## src/lcc2_pkg.sv

```systemverilog
// constants for the second lamp control register
package lcc2_pkg;
	localparam int          REG_W         = 8;
	localparam logic [7:0]  LC2_RESET     = 8'h08;
	localparam int          BIT_WP        = 0;
	localparam int          BIT_RANGE_LO  = 1;
	localparam int          BIT_SAMPLE_LO = 3;
	localparam int          BIT_PD        = 7;
	localparam logic [7:0]  LC2_WR_MASK   = 8'h9f;
	localparam logic [7:0]  LC2_ADDR      = 8'hf5;
	localparam logic [5:0]  DIV_4         = 6'h04;
	localparam logic [5:0]  DIV_8         = 6'h08;
	localparam logic [5:0]  DIV_16        = 6'h10;
	localparam logic [5:0]  DIV_32        = 6'h20;
	typedef enum logic [1:0] {
		RANGE_22_55   = 2'b00,
		RANGE_45_110  = 2'b01,
		RANGE_90_220  = 2'b10,
		RANGE_180_440 = 2'b11
	} lcc2_range_t;
endpackage : lcc2_pkg

```

## src/lcc2_sampler.sv

```systemverilog
// feedback sample strobe every n lamp cycles
`timescale 1ns/1ps
module lcc2_sampler
	import lcc2_pkg::*;
(
	input  wire logic       clk,
	input  wire logic       rst_n,
	input  wire logic       hold,
	input  wire logic       lamp_tick,
	input  wire logic [1:0] rate_sel,
	output logic            sample_q
);
	logic [5:0] cnt_q;
	logic [5:0] cnt_d;
	logic [5:0] period;
	logic       wrap;

	assign period = (rate_sel == 2'b00) ? DIV_4 :
	                (rate_sel == 2'b01) ? DIV_8 :
	                (rate_sel == 2'b10) ? DIV_16 : DIV_32;
	assign wrap   = lamp_tick && (cnt_q >= period - 6'h01);
	assign cnt_d  = hold ? 6'h00 : wrap ? 6'h00 :
	                lamp_tick ? cnt_q + 6'h01 : cnt_q;

	always_ff @(posedge clk or negedge rst_n) begin
		if (!rst_n) begin
			cnt_q    <= 6'h00;
			sample_q <= 1'b0;
		end else begin
			cnt_q    <= cnt_d;
			sample_q <= wrap && !hold;
		end
	end
endmodule : lcc2_sampler

```

## src/lcc2_ctrl.sv

```systemverilog
// second lamp control register with power-down, protect and rate logic
// How it works
// range field picks burst dimming band 22.5-55, 45-110, 90-220, 180-440 Hz
// software matches range field to an external dimming clock frequency
// sample field strobes feedback every 4, 8, 16 or 32 lamp cycles
// reset value: sample field 01, every other bit zero
// software writes zero into bits 5 and 6
// power-down request is register bit ORed with the power-down pin
// power-down holds controller reset, clears faults, serial bus stays alive
// protect bit set blocks user memory writes, clear allows them
// source select chooses resistor oscillator or external 22.5-440 Hz clock
`timescale 1ns/1ps
module lcc2_ctrl
	import lcc2_pkg::*;
(
	input  wire logic                   clk,
	input  wire logic                   rst_n,
	input  wire logic                   reg_wr,
	input  wire logic [7:0]             reg_addr,
	input  wire logic [REG_W-1:0]       reg_wdata,
	output logic      [REG_W-1:0]       reg_rdata,
	input  wire logic                   powerdown_pin,
	input  wire logic                   dim_osc_source_sel,
	input  wire logic                   dim_osc_input,
	input  wire logic                   dim_osc_internal,
	input  wire logic                   lamp_tick,
	input  wire logic                   fault_in,
	input  wire logic                   umem_wr_req,
	output logic                        umem_wr_en,
	output lcc2_pkg::lcc2_range_t       dim_range,
	output logic                        burst_dimming_clock,
	output logic                        fb_sample_strobe,
	output logic                        fault_q,
	output logic                        powerdown_req,
	output logic                        ctrl_reset
);
	import lcc2_pkg::*;

	// ------------------------------------------------------------
	// helpers
	// ------------------------------------------------------------
	// true when a bus cycle writes this register
	function automatic logic is_lc2_write(
		input logic       wr,
		input logic [7:0] addr
	);
		return wr && (addr == LC2_ADDR);
	endfunction : is_lc2_write

	// reserved positions forced to zero on every write
	function automatic logic [REG_W-1:0] lc2_clean(
		input logic [REG_W-1:0] data
	);
		return data & LC2_WR_MASK;
	endfunction : lc2_clean

	// two-bit field at a given position
	function automatic logic [1:0] field2(
		input logic [REG_W-1:0] data,
		input int               lsb
	);
		return data[lsb +: 2];
	endfunction : field2

	// ------------------------------------------------------------
	// decoders
	// ------------------------------------------------------------
	// band code to band name
	function automatic lcc2_range_t band_of(
		input logic [1:0] code
	);
		lcc2_range_t band;
		band = RANGE_22_55;
		unique case (code)
			2'b00: band = RANGE_22_55;
			2'b01: band = RANGE_45_110;
			2'b10: band = RANGE_90_220;
			2'b11: band = RANGE_180_440;
		endcase
		return band;
	endfunction : band_of

	// ------------------------------------------------------------
	// write decode
	// ------------------------------------------------------------
	logic [REG_W-1:0] wdata_clean;
	logic             hit_wr;

	assign hit_wr      = is_lc2_write(reg_wr, reg_addr);
	assign wdata_clean = lc2_clean(reg_wdata);

	// ------------------------------------------------------------
	// register
	// ------------------------------------------------------------
	logic [REG_W-1:0] lc2_q;
	logic [REG_W-1:0] lc2_d;

	assign lc2_d = hit_wr ? wdata_clean : lc2_q;

	always_ff @(posedge clk or negedge rst_n) begin
		if (!rst_n) begin
			lc2_q <= LC2_RESET;
		end else begin
			lc2_q <= lc2_d;
		end
	end

	// ------------------------------------------------------------
	// read path
	// ------------------------------------------------------------
	// read back straight from the flops, no extra stage
	assign reg_rdata = lc2_q;

	// ------------------------------------------------------------
	// field breakout
	// ------------------------------------------------------------
	logic       user_mem_write_protect;
	logic       powerdown_bit;
	logic       dim_range_sel_lo;
	logic       dim_range_sel_hi;
	logic       fb_sample_sel_lo;
	logic       fb_sample_sel_hi;
	logic [1:0] dim_range_sel;
	logic [1:0] fb_sample_sel;

	assign user_mem_write_protect = lc2_q[BIT_WP];
	assign powerdown_bit          = lc2_q[BIT_PD];
	assign dim_range_sel          = field2(lc2_q, BIT_RANGE_LO);
	assign fb_sample_sel          = field2(lc2_q, BIT_SAMPLE_LO);
	assign dim_range_sel_lo       = dim_range_sel[0];
	assign dim_range_sel_hi       = dim_range_sel[1];
	assign fb_sample_sel_lo       = fb_sample_sel[0];
	assign fb_sample_sel_hi       = fb_sample_sel[1];

	// ------------------------------------------------------------
	// dimming band
	// ------------------------------------------------------------
	logic [1:0] band_code;

	// the chosen band only drives dim_range; the dimming clock path does not use it
	assign band_code = {dim_range_sel_hi, dim_range_sel_lo};
	assign dim_range = band_of(band_code);

	// ------------------------------------------------------------
	// power-down
	// ------------------------------------------------------------
	logic pd_from_reg;
	logic pd_from_pin;

	assign pd_from_reg   = powerdown_bit;
	assign pd_from_pin   = powerdown_pin;
	assign powerdown_req = pd_from_reg | pd_from_pin;
	// the register and serial bus stay out of this reset
	assign ctrl_reset    = powerdown_req;

	// ------------------------------------------------------------
	// fault flag
	// ------------------------------------------------------------
	logic fault_set;
	logic fault_clr;
	logic fault_d;

	// clear wins over a new fault in power-down
	assign fault_set = fault_in;
	assign fault_clr = powerdown_req;
	assign fault_d   = fault_clr ? 1'b0 : (fault_q | fault_set);

	always_ff @(posedge clk or negedge rst_n) begin
		if (!rst_n) begin
			fault_q <= 1'b0;
		end else begin
			fault_q <= fault_d;
		end
	end

	// ------------------------------------------------------------
	// user memory protect
	// ------------------------------------------------------------
	logic umem_wr_block;

	assign umem_wr_block = user_mem_write_protect;
	assign umem_wr_en    = umem_wr_req && !umem_wr_block;

	// ------------------------------------------------------------
	// dimming clock source
	// ------------------------------------------------------------
	logic dim_src;
	logic dim_clk_d;

	assign dim_src   = dim_osc_source_sel ? dim_osc_input
	                                      : dim_osc_internal;
	// held low in power-down so the lamps stay dark
	assign dim_clk_d = dim_src && !powerdown_req;

	always_ff @(posedge clk or negedge rst_n) begin
		if (!rst_n) begin
			burst_dimming_clock <= 1'b0;
		end else begin
			burst_dimming_clock <= dim_clk_d;
		end
	end

	// ------------------------------------------------------------
	// feedback sampler
	// ------------------------------------------------------------
	logic [1:0] rate_code;
	logic       sampler_hold;
	logic       tick_live;

	// a rate change mid-count keeps the running count
	assign rate_code    = {fb_sample_sel_hi, fb_sample_sel_lo};
	assign sampler_hold = powerdown_req;
	// ticks are ignored while the lamp is off
	assign tick_live    = lamp_tick && !powerdown_req;

	lcc2_sampler u_sampler (
		.clk       (clk),
		.rst_n     (rst_n),
		.hold      (sampler_hold),
		.lamp_tick (tick_live),
		.rate_sel  (rate_code),
		.sample_q  (fb_sample_strobe)
	);
endmodule : lcc2_ctrl

```

## config.mk

```make
export PLATFORM = sky130hd
export DESIGN_NAME = lcc2_ctrl
export DESIGN_NICKNAME = d
export VERILOG_FILES = /design/src/lcc2_pkg.sv /design/src/lcc2_sampler.sv /design/src/lcc2_ctrl.sv
export SDC_FILE = /design/constraint.sdc
export NUM_CORES = 1
export LEC_CHECK = 0
export BUFFER_PORTS_ARGS = -buffer_cell sky130_fd_sc_hd__buf_4
export CAP_MARGIN = 20
export CORE_MARGIN = 4
export CORE_UTILIZATION = 40
export DETAILED_ROUTE_END_ITERATION = 8
export HOLD_SLACK_MARGIN = 0.15
export PLACE_DENSITY = 0.77
export SLEW_MARGIN = 20
export SYNTH_ARGS = -nofsm -noshare
export SYNTH_HDL_FRONTEND = slang
export SYNTH_SLANG_ARGS = --single-unit
export TNS_END_PERCENT = 50
```

## constraint.sdc

```tcl
create_clock -name clk -period 2.35 [get_ports clk]
set_input_delay 0.235 -clock clk [delete_from_list [all_inputs] [get_ports clk]]
set_output_delay 0.235 -clock clk [all_outputs]
set_load 0.05 [all_outputs]
```

Word level (Yosys, flattened, before mapping)
Cells that the tools add are included.
{"block": "word_totals", "register_bits": 15, "inputBits": 26, "wordCells": 36}
{"block": "classes", "add_sub_neg": 2, "order_cmp": 1, "eq_ne": 6, "n_mux": 9, "bitwise": 2, "n_reduce_logical": 11}
{"operator": "$mux W6", "n": 6}
{"operator": "$eq A8 B8 Y1 const B", "n": 1}
{"operator": "$pmux W2 S4", "n": 1}
{"operator": "$add A6 B1 Y6 const B", "n": 1}
{"operator": "$eq A2 B2 Y1 const B", "n": 3}
{"operator": "$ge A6 B6 Y1", "n": 1}
{"operator": "$logic_and A1 B1 Y1", "n": 6}
{"operator": "$sub A6 B1 Y6 const B", "n": 1}
{"operator": "$eq A2 B1 Y1 const B", "n": 2}
{"operator": "$logic_not A2 Y1", "n": 2}
{"operator": "$reduce_bool A3 Y1", "n": 1}
{"operator": "$logic_not A1 Y1", "n": 2}
{"operator": "$mux W1", "n": 2}
{"operator": "$or A1 B1 Y1", "n": 2}

Logic depth before layout (Yosys ltp)
Gate-level depths: netlist (run 1).
{"block": "logic_depth", "word_depth": 9, "depth_mapped": 6, "depth_no_buf": 6}

Modules after synthesis
From an unflattened synthesis (run 1), not the netlist that was laid out.
{"block": "unflattened", "cells_unflattened": 83, "hier_area_um2": 855.8}
{"module": "lcc2_sampler", "instances": 1, "cells_per_inst": 51, "area_per_inst_um2": 474.2, "seq_area_each_um2": 175.2}
{"module": "lcc2_ctrl", "instances": 1, "cells_per_inst": 32, "area_per_inst_um2": 381.6, "seq_area_each_um2": 201.4}

Worst setup path after synthesis (run 1)
OpenSTA, ideal clock, no wires.
{"block": "synth_timing", "path_type": "reg-to-reg", "start": "register lc2_q[3] (netlist: reg_rdata[3])", "end": "register u_sampler.cnt_q[5]", "arrival_time_ns": 2.160, "path_slack_ns": 0.124, "path_stages_with_launch": 7, "path_buffers": 0, "synth_period_minus_slack_ns": 2.226, "path_cell_list": "dfstp_2 > nor2_1 > ha_1 > a211o_2 > a2111oi_4 > a21o_1 > a22o_2"}
{"block": "synth_via", "elab_chain_len": 9}
{"item": "from (decl)", "line_no": "lcc2_ctrl.sv:95", "text": "logic [REG_W-1:0] lc2_q;"}
{"item": "from (signal assigned)", "line_no": "lcc2_ctrl.sv:104", "text": "lc2_q <= lc2_d;"}
{"item": "$eq A2 B2 Y1", "line_no": "lcc2_sampler.sv:20", "text": "(rate_sel == 2'b10) ? DIV_16 : DIV_32;"}
{"item": "$mux W6", "line_no": "lcc2_sampler.sv:20"}
{"item": "$mux W6", "line_no": "lcc2_sampler.sv:19", "text": "(rate_sel == 2'b01) ? DIV_8 :"}
{"item": "$mux W6 (*)", "line_no": "lcc2_sampler.sv:18", "text": "assign period = (rate_sel == 2'b00) ? DIV_4 :"}
{"item": "$sub A6 B1 Y6 (*)", "line_no": "lcc2_sampler.sv:21", "text": "assign wrap = lamp_tick && (cnt_q >= period - 6'h01);"}
{"item": "$ge A6 B6 Y1 (*)", "line_no": "lcc2_sampler.sv:21"}
{"item": "$logic_and A1 B1 Y1 (*)", "line_no": "lcc2_sampler.sv:21"}
{"item": "$mux W6 (2 in series)", "line_no": "lcc2_sampler.sv:22", "text": "assign cnt_d = hold ? 6'h00 : wrap ? 6'h00 :"}
{"item": "to (signal assigned)", "line_no": "lcc2_sampler.sv:30", "text": "cnt_q <= cnt_d;"}
{"item": "to (decl)", "line_no": "lcc2_sampler.sv:13", "text": "logic [5:0] cnt_q;"}
Every way passes the cells marked *; elsewhere a longest branch is shown, timed or not.
A chain may end at the register's enable or synchronous reset.

Worst setup path after layout (run 1)
{"block": "layout_timing", "start": "register lc2_q[3] (netlist: reg_rdata[3])", "end": "register u_sampler.cnt_q[3]"}
The elaborated chain is that of the path after synthesis.

==> results.md, run 1 <==
- Main flop type after synthesis: dfrtp_1
- Final setup viols: 0
- CP max FO: 8
- Critical Path RT: ~2600 ps
- Design Area, Final: around 0.0011 mm²
- CP max stage cell: dfstp_2
- Reg2reg start: reg_rdata[3]
- HPWL after DPL: 1.46 mm
- Final Hold Fails: 0
- Reg2reg setup slack: slightly below 200 ps
- Vias/cell: slightly below 5
- Drt wl/cell: about 13 µm
- Number of inserted diodes: 0
- Chip Width: around 53 µm
- ANT nets after route: 0
- Share of post-route cells with drive strength above 1: a little under half
- Longest Clk Path Bufs: 2
- Count leader, synth: dfrtp_1
- Register area share after synthesis: 45.7%
- Clk root buf: clkbuf_4
- Final period utilization: between 90 and 100%
- Clock latency on the worst-skew pair: between 200 and 300 ps
- Total gr overflow: 0
- WP data arrival: ~2400 ps
- Yosys reg bits: 15
- CTS HTree Levels: 1
- Clock Sinks: 15
- Switching Fraction: between 30% and 40%
- Startpoint Class: register
- Relative max-transition margin: 47.1%
- Initial cell density of the core: between 40% and 50%
- Worst Skew: between 4 and 5 ps
- Worst reg2reg endpoint: u_sampler.cnt_q[3]
- Clk pwr share: ~25%
- Pint: roughly 0.40 mW
- RSZ-0062 raised after global routing: false
- Peak VDD IR: 0.409 mV
- Avg Inst Size Synth: between 10 and 15 µm²
- Setup_tns: 0 ps
- DRT Pass-1 Iters: 4
- Post-synth EDFFs: 0
- HP Class: in -> reg
- CP max stage delay: approximately 560 ps
- Maxcap violations: 0
- Number of global-route vias before repair: between 600 and 700
- Gr usage total: around 14%
- Die area: 0.00285 mm²
- Hold path start: fault_in
- Fmax: ~460 MHz
- Worst path cell trace: nor2_1 > ha_1 > a211o_2 > a2111oi_4 > a21oi_1 > a31oi_1
- Worst Setup End Kind: register
- NumNets Final: 144
- Global-route wire length before repair: 2.83 mm
- DR DRC count: 0
- Area added between synthesis and finish: 37.7%
- Port Buf Inserts: 37
- Routed wire length: about 1.8 mm
- Die span in y: 53.4 µm
- Area post-placement: approximately 0.0011 mm²
- Core area: 0.00196 mm²
- Mapped Cells: 75
- Top Ports: 42
- Status: complete, no violations
- Starting DRT DRC Count: 3
- Slew of the pin with the lowest slew margin: 787 ps
- DR vias: between 600 and 700
- Slew Viols, Final: 0
- GP Congestion: 0.839
- CTS clk-pin slew, worst paths: approximately 90 ps
- Hold depth: 3
- Hold EP: fault_q
- CP bufs+invs: 0
- Top cells by count, synth: 14 x dfrtp_1, 7 x nor2_1, 5 x ha_1, 5 x mux2_2, 4 x a21oi_1
- CTS Buf Count: 3
- CTS tree: built
- Distinct cells, synth: 32
- Fraction of registers with async set/reset: 100%
- P_sw: 0.185 mW
- Synth top area cells: dfrtp_1 43%, ha_1 7.6%, mux2_2 6.8%
- Top Family by Delay on Critical Path: compound AO/OA/AOI/OAI gates
- Cell Rows: 16
- Largest net degree at the start of global routing: 16
- Leak: 0.612 nW
- Pwr/cell area: about 520 mW/mm²
- Mapped Area: just over 800 µm²
- Power share of the sequential group: between 40% and 50%
- Post_cts resized: 0
- Yosys synthesis warning count: 0
- Combinational Power Share: around a quarter
- Top cell type's share of synthesized area: between 40% and 50%
- Kind of critical path: reg -> reg
- Tmin final: 2160 ps
- Area leader, netlist: dfrtp_1
- Initial antenna violation count: 0
- Worst R2R Path Depth: 6
worst min-delay path, cell delays in order:
cell and delay (ps):
buf_4 80, nor2_1 40, nor2_1 70
registers in the layout, summed over array words and instances (netlist names):
signal	cells
burst_dimming_clock	1
u_sampler.cnt_q	6
u_sampler.sample_q	1
fault_q	1
reg_rdata	6
cell type report:
type,count,area (µm²)
Multi-Input combinational cell,53,402
Timing Repair Buffer,38,288
Fill cell,192,828
Tap cell,27,33.8
Sequential cell,15,377
Inverter,2,7.51
Clock buffer,4,26.3
per-layer routing:
| layer | vias to the layer above | GRT usage (%) | share of wire, % |
|---|---|---|---|
| li1 | 339 | - | - |
| met1 | 312 | 16.8 | 40 |
| met2 | 21 | 23.7 | 53 |
| met3 | 2 | 5.92 | 6.4 |
| met4 | 0 | 1.28 | 0.45 |
| met5 | - | 0 | 0 |
per-stage QoR:
step	utilization (%)	total power [mW]	worst slack, ps	cells	hold slack [ps]
after detailed placement	55.9	0.449	183	134	102
after CTS	57.8	0.597	175	139	174
final	57.8	0.589	193	139	178
after floorplan	-	0.391	124	76	-60.6
after global routing	57.8	0.626	14.7	139	165
after global placement	55.9	0.445	244	134	98.3
worst max-delay path by stage:
stage,cells past startpoint,end,slack (ps),from
after floorplan,6,u_sampler.cnt_q[5],120,reg_rdata[3]
after global placement,6,u_sampler.cnt_q[5],240,reg_rdata[3]
after detailed placement,6,u_sampler.cnt_q[3],180,reg_rdata[3]
after CTS,6,u_sampler.cnt_q[3],180,reg_rdata[3]
after global routing,6,u_sampler.cnt_q[2],10,reg_rdata[3]
final,6,u_sampler.cnt_q[3],190,reg_rdata[3]
kinds of logic after synthesis:
| kind of cell | synth area share (%) |
|---|---|
| buffers and inverters | 5.93 |
| AO/OA/AOI/OAI | 16.7 |
| flip-flops | 45.7 |
| adder cells (fa/ha/maj) | 7.60 |
| other | 0.912 |
| AND/OR/NAND/NOR | 14.0 |
| XOR/XNOR | 1.06 |
| multiplexers | 8.05 |
cells in the final DEF, fill, tap and decap left out, types with 2 or more instances in the layout:
| cell type | instances |
|---|---|
| nand3_1 | 2 |
| nand2b_1 | 3 |
| clkbuf_4 | 3 |
| a22o_2 | 2 |
| mux2_2 | 5 |
| a31oi_1 | 2 |
| dfrtp_1 | 14 |
| a21oi_1 | 4 |
| ha_1 | 5 |
| nor2_1 | 7 |
| buf_4 | 37 |
| conb_1 | 3 |
| inv_1 | 2 |
| nand2_1 | 3 |
| a21o_1 | 2 |
power groups by stage:
stage	Combinational [mW]	Clock (mW)	Sequential [mW]
after floorplan	0.0715	0	0.319
after global placement	0.151	0	0.294
after detailed placement	0.155	0	0.295
after CTS	0.156	0.151	0.290
after global routing	0.167	0.167	0.292
final	0.154	0.144	0.290
repair_timing:
item                      CTS  global route
hold buffers                1             0
buffers inserted            0             0
hold endpoints to repair   15             0
Power figures use the tool's default switching activity.
==> run 2, diff against run 1 <==
- clock period: 2.35 -> 2.5 ns (I/O delays scaled with it)
==> run 2 against run 1 <==
Against the previous run: clock skew is 0.90 ps lower; count of clock-buffer cells in the layout stayed put; global-route usage is 0.13 points higher; wire length is 3.2% higher; combinational power is 6% lower; final area stayed put.
==> results.md, run 2 (synthesis gave the netlist of run 1 again) <==
- Critical Path RT: 2710 ps (+150 ps)
- RSZ-0062 raised after global routing: false
- Clock latency on the worst-skew pair: 280 ps (about the same)
- Relative max-transition margin: 46.8% (-0.31 points)
- CTS tree: built
- Final period utilization: 86.9% (-4.9 points)
- DRT Pass-1 Iters: 3 (-1)
- Routed wire length: 1.85 mm (+3.2%)
- Top Ports: 42 (unchanged)
- HP Class: in -> reg
- Port Buf Inserts: 37 (unchanged)
- Cell Rows: 16 (unchanged)
- Starting DRT DRC Count: 6 (+3)
- Total gr overflow: 0 (unchanged)
- DR vias: 673 (-0.15%)
- Number of inserted diodes: 0 (unchanged)
- CP max FO: 8 (unchanged)
- Leak: 0.612 nW (unchanged)
- Drt wl/cell: 13.3 µm (+3.2%)
- Final Hold Fails: 0 (unchanged)
- WP data arrival: 2380 ps (about the same)
- Number of global-route vias before repair: 639 (-0.78%)
- CTS clk-pin slew, worst paths: 80 ps (about the same)
- Critical Path Source: reg_rdata[3]
- Share of post-route cells with drive strength above 1: 46.4% (unchanged)
- Hold path start: reg_wdata[4]
- Core area: 0.00196 mm² (unchanged)
- Setup ws final: 327 ps (+134 ps)
- Clock Sinks: 15 (unchanged)
- Pre-CTS WS: 333 ps (+150 ps)
- Tmin final: 2170 ps (+16.0 ps)
- Hold_ws: 194 ps (+16.3 ps)
- Maxcap violations: 0 (unchanged)
- Longest Clk Path Bufs: 2 (unchanged)
- Worst Skew: 3.38 ps (-0.901 ps)
- Worst Setup End Kind: register
- Chip Width: 53.4 µm (unchanged)
- Reg2reg start: reg_rdata[3]
- Peak VDD IR: 0.345 mV (-16%)
- Slew Viols, Final: 0 (unchanged)
- Final setup viols: 0 (unchanged)
- Die span in y: 53.4 µm (unchanged)
- Initial antenna violation count: 0 (unchanged)
- Startpoint Class: register
- Pwr/cell area: 488 mW/mm² (-6.0%)
- Vias/cell: 4.84 (-0.15%)
- Global-route wire length before repair: 2.82 mm (-0.49%)
- Setup_tns: 0 ps (unchanged)
- CTS HTree Levels: 1 (unchanged)
- CTS Buf Count: 3 (unchanged)
- ANT nets after route: 0 (unchanged)
- Initial cell density of the core: 42.0% (unchanged)
- Die area: 0.00285 mm² (unchanged)
- Fmax: 460 MHz (-0.74%)
- Gr usage total: 14.1% (+0.13 points)
- Post-CTS Setup Inserts: 0 (unchanged)
- Kind of critical path: reg -> reg
- Area added between synthesis and finish: 37.7% (unchanged)
- Slew of the pin with the lowest slew margin: 791 ps (+4.55 ps)
- NumNets Final: 144 (unchanged)
- DR DRC count: 0 (unchanged)
- Clk root buf: clkbuf_4
- Status: complete, no violations
- Largest net degree at the start of global routing: 16 (unchanged)
- GP Congestion: 0.841 (+0.27%)
- Most common cell after layout, fill and taps aside: buf_4
- Most frequent cells in the layout: 37 x buf_4, 14 x dfrtp_1, 7 x nor2_1, 5 x mux2_2, 5 x ha_1
-- run 2: cell counts in the layout (fill, tap and decap cells not counted) --
Identical to the previous run, type by type.
-- run 2: layout make-up --
cell class	instances	area, µm²
Inverter	2	7.51
Tap cell	27	33.8
Sequential cell	15	377
Fill cell	183	828
Multi-Input combinational cell	53	402
Timing Repair Buffer	38	288
Clock buffer	4	26.3
-- run 2: critical path, stage by stage (launching register included) --
cell and delay, ps:
dfstp_2 560, nor2_1 50, ha_1 260, a211o_2 370
a2111oi_4 560, nand2b_1 110, a31oi_1 190
-- run 2: stage by stage --
step | utilization, % | std cells | area (µm²) | total power [mW]
2_1_floorplan | - | 76 | 827 | 0.367
3_3_place_gp | 55.9 | 134 | 1100 | 0.418
3_5_place_dp | 55.9 | 134 | 1100 | 0.422
4_1_cts | 57.8 | 139 | 1130 | 0.562
5_1_grt | 57.8 | 139 | 1130 | 0.584
6_report | 57.8 | 139 | 1130 | 0.553
-- run 2: what timing repair did --
action / in CTS / in global routing
resized for setup: 0 / 0
hold buffers: 1 / 0
endpoints found under the hold margin: 15 / 0
-- run 2: final timing paths --
check / end / slack (ps) / depth (start not counted)
max: u_sampler.cnt_q[2] / 330 / 6
min: reg_rdata[4] / 190 / 3
max reg2reg: u_sampler.cnt_q[2] / 330 / 6
min reg2reg: fault_q / 530 / 2
max in group asynchronous: reg_rdata[3] / 1910 / 2
min in group asynchronous: u_sampler.cnt_q[5] / 350 / 2
-- run 2: power breakdown --
group	total (mW)	switching (mW)	internal, mW
Sequential	0.272	0.0146	0.258
Combinational	0.145	0.0860	0.0591
Clock	0.136	0.0737	0.0620
-- run 2: metal layers --
layer | up-vias | wire, µm | global-route usage [%]
met3 | 2 | 120 | 6.20
met2 | 19 | 997 | 23.5
met5 | - | 0 | 0
met1 | 317 | 725 | 16.7
li1 | 335 | - | -
met4 | 0 | 5 | 2.55
==> run 3, diff against run 2 <==
- ABC_AREA: not set -> 1
- PLACE_DENSITY: 0.77 -> 0.76
- TNS_END_PERCENT: 50 -> 100
==> run 3 against run 2 <==
Against the previous run: clock skew about the same; worst setup slack better by 650 ps; register-to-register slack improved by 650 ps; first-iteration DRC count rose to 3.8 times the previous value; worst hold slack lost 18 ps; final cell count rose by 25%; critical path depth grew 3; global-route usage grew 1.6 points; flip-flop and latch count did not move; count of clock-buffer cells in the layout unchanged.
==> results.md, run 3 <==
- Status: complete, no violations
- CTS tree: built
- Fmax: 656 MHz (+42%)
- Die area: 0.00301 mm² (+5.8%)
- Clock latency on the worst-skew pair: 280 ps (about the same)
- HP Class: in -> reg
- Port Buf Inserts: 37 (unchanged)
- CP max FO: 4 (-4)
- Starting DRT DRC Count: 23 (+17)
- Filler cell count: 182 (-0.55%)
- Clk root buf: clkbuf_4
- Fraction of registers with async set/reset: 100% (unchanged)
- Final period utilization: 61.0% (-26 points)
- Top cells by count, synth: 29 x nand2_1, 15 x inv_1, 14 x dfrtp_1
- Top Ports: 42 (unchanged)
- Peak VDD IR: 0.322 mV (-6.5%)
- NumNets Final: 179 (+24%)
- Slew Viols, Final: 0 (unchanged)
- Total gr overflow: 0 (unchanged)
- RSZ-0062 raised after global routing: false
- Worst Skew: 2.89 ps (-0.489 ps)
- Chip Width: 54.9 µm (+2.9%)
- Count leader, synth: nand2_1
- Most frequent cells in the layout: 37 x buf_4, 29 x nand2_1, 15 x inv_1, 14 x dfrtp_1, 12 x nor2_1
- ANT nets after route: 0 (unchanged)
- Initial antenna violation count: 0 (unchanged)
- DR vias: 813 (+21%)
- Die span in y: 54.9 µm (+2.9%)
- CTS clk-pin slew, worst paths: 90 ps (about the same)
- Hold-fix buffers, CTS: 2 (+1)
- Yosys synthesis warning count: 0 (unchanged)
- Non-filler instance count after layout: 174 (+25%)
- CTS HTree Levels: 1 (unchanged)
- Number of inserted diodes: 0 (unchanged)
- Mapped Cells: 109 (+45%)
- Cell Rows: 16 (unchanged)
- Pwr/cell area: 446 mW/mm² (-8.7%)
- Top cell type's share of synthesized area: 39.8% (-2.7 points)
- Register area share after synthesis: 42.8% (-2.9 points)
- Initial cell density of the core: 43.5% (+1.5 points)
- Worst Setup End Kind: register
- Dpl cells: 168 (+25%)
- Routed wire length: 1.99 mm (+7.8%)
- Core Util, Final: 59.3% (+1.6 points)
- Leak: 0.674 nW (+10%)
- Setup_tns: 0 ps (unchanged)
- Startpoint Class: register
- Mapped Area: 880 µm² (+6.8%)
- Largest net degree at the start of global routing: 16 (unchanged)
- Kind of critical path: reg -> reg
- WP data arrival: 1750 ps (-630 ps)
- GP Congestion: 0.721 (-14%)
- Post-synth EDFFs: 0 (unchanged)
- Distinct cells, synth: 22 (-31%)
- Reg2reg setup slack: 970 ps (+650 ps)
- Post-CTS Setup Inserts: 0 (unchanged)
- Final setup viols: 0 (unchanged)
- Vias/cell: 4.67 (-3.5%)
- Critical Path RT: 2730 ps (+20 ps)
- Most common cell after layout, fill and taps aside: buf_4
- DRT Pass-1 Iters: 5 (+2)
- HPWL after DPL: around 1.6 mm
- Number of global-route vias before repair: 780 (+22%)
- DR DRC count: 0 (unchanged)
- Share of post-route cells with drive strength above 1: 34.7% (-12 points)
- Clock Sinks: 15 (unchanged)
- Area post-placement: 0.00115 mm² (+5.1%)
- Avg Inst Size Synth: 8.07 µm² (-26%)
- Final Hold Fails: 0 (unchanged)
- Synth top area cells: dfrtp_1 40%, nand2_1 12%, ha_1 7.1%
- Core area: 0.00202 mm² (+3.1%)
- Global-route wire length before repair: 3.38 mm (+20%)
- Design Area, Final: 0.00120 mm² (+5.8%)
- Main flop type after synthesis: dfrtp_1
- Area added between synthesis and finish: 36.4%
- CTS Buf Count: 3 (unchanged)
- Longest Clk Path Bufs: 2 (unchanged)
- Post_cts resized: 0 (unchanged)
- Area leader, netlist: dfrtp_1
- Yosys reg bits: 15 (unchanged)
- Drt wl/cell: 11.5 µm (-14%)
- Tmin final: 1530 ps (-648 ps)
- Gr usage total: 15.7% (+1.6 points)
- Maxcap violations: 0 (unchanged)
[run 3: routing by layer]
layer  track usage (%)  part of all wire, %  up-vias
li1                  -                    -      404
met2              29.3                   55       31
met3              2.41                  7.2        2
met4              6.07                  1.3        0
met1              17.6                   36      376
met5                 0                    0        -
[run 3: worst paths after layout]
| check | from | cells after the start | to |
|---|---|---|---|
| worst min-delay path | reg_wdata[3] | 3 | reg_rdata[3] |
| worst max-delay path | reg_rdata[3] | 9 | u_sampler.cnt_q[5] |
| min in group asynchronous | rst_n | 2 | reg_rdata[0] |
| worst min register to register | reg_rdata[3] | 2 | reg_rdata[3] |
| worst max register to register | reg_rdata[3] | 9 | u_sampler.cnt_q[5] |
| max in group asynchronous | rst_n | 2 | reg_rdata[3] |
[run 3: critical path, cell delays in order, from the launching register on]
cell	delay (ps)
dfstp_2	560
nor2_1	50
ha_1	260
nand2_1	70
nand2_1	60
nand2_1	120
nand2_1	60
nor2_1	150
nand2_1	80
nand2_1	60
[run 3: report_power, final]
group	total [mW]	switching (mW)	internal, mW
logic	0.135	0.0829	0.0519
clock network	0.137	0.0751	0.0620
registers	0.263	0.00982	0.253
total	0.535	0.168	0.367
[run 3: final cells by class]
cell class | instances | area (µm²) | area share (%)
multi-input combinational | 73 | 405 | 33.8
sequential | 15 | 377 | 31.4
timing repair buffer | 39 | 298 | 24.8
inverter | 16 | 60.1 | 5.01
tap | 27 | 33.8 | 2.82
clock buffer | 4 | 26.3 | 2.19
[run 3: metrics by stage]
step	hold WS, ps	worst slack [ps]	total power [mW]
2_1_floorplan	-45.6	799	0.347
3_3_place_gp	112	1050	0.396
3_5_place_dp	114	1020	0.400
4_1_cts	176	988	0.540
5_1_grt	195	845	0.561
6_report	176	975	0.535
[run 3: cell families after synthesis]
group           after synthesis  synth area share [%]
compound gates               14                  11.0
xor+xnor                      3                  2.99
fa+ha+maj                     5                  7.11
buf+inv                      22                  11.5
flops                        15                  42.8
other cells                   2                 0.854
simple gates                 48                  23.8
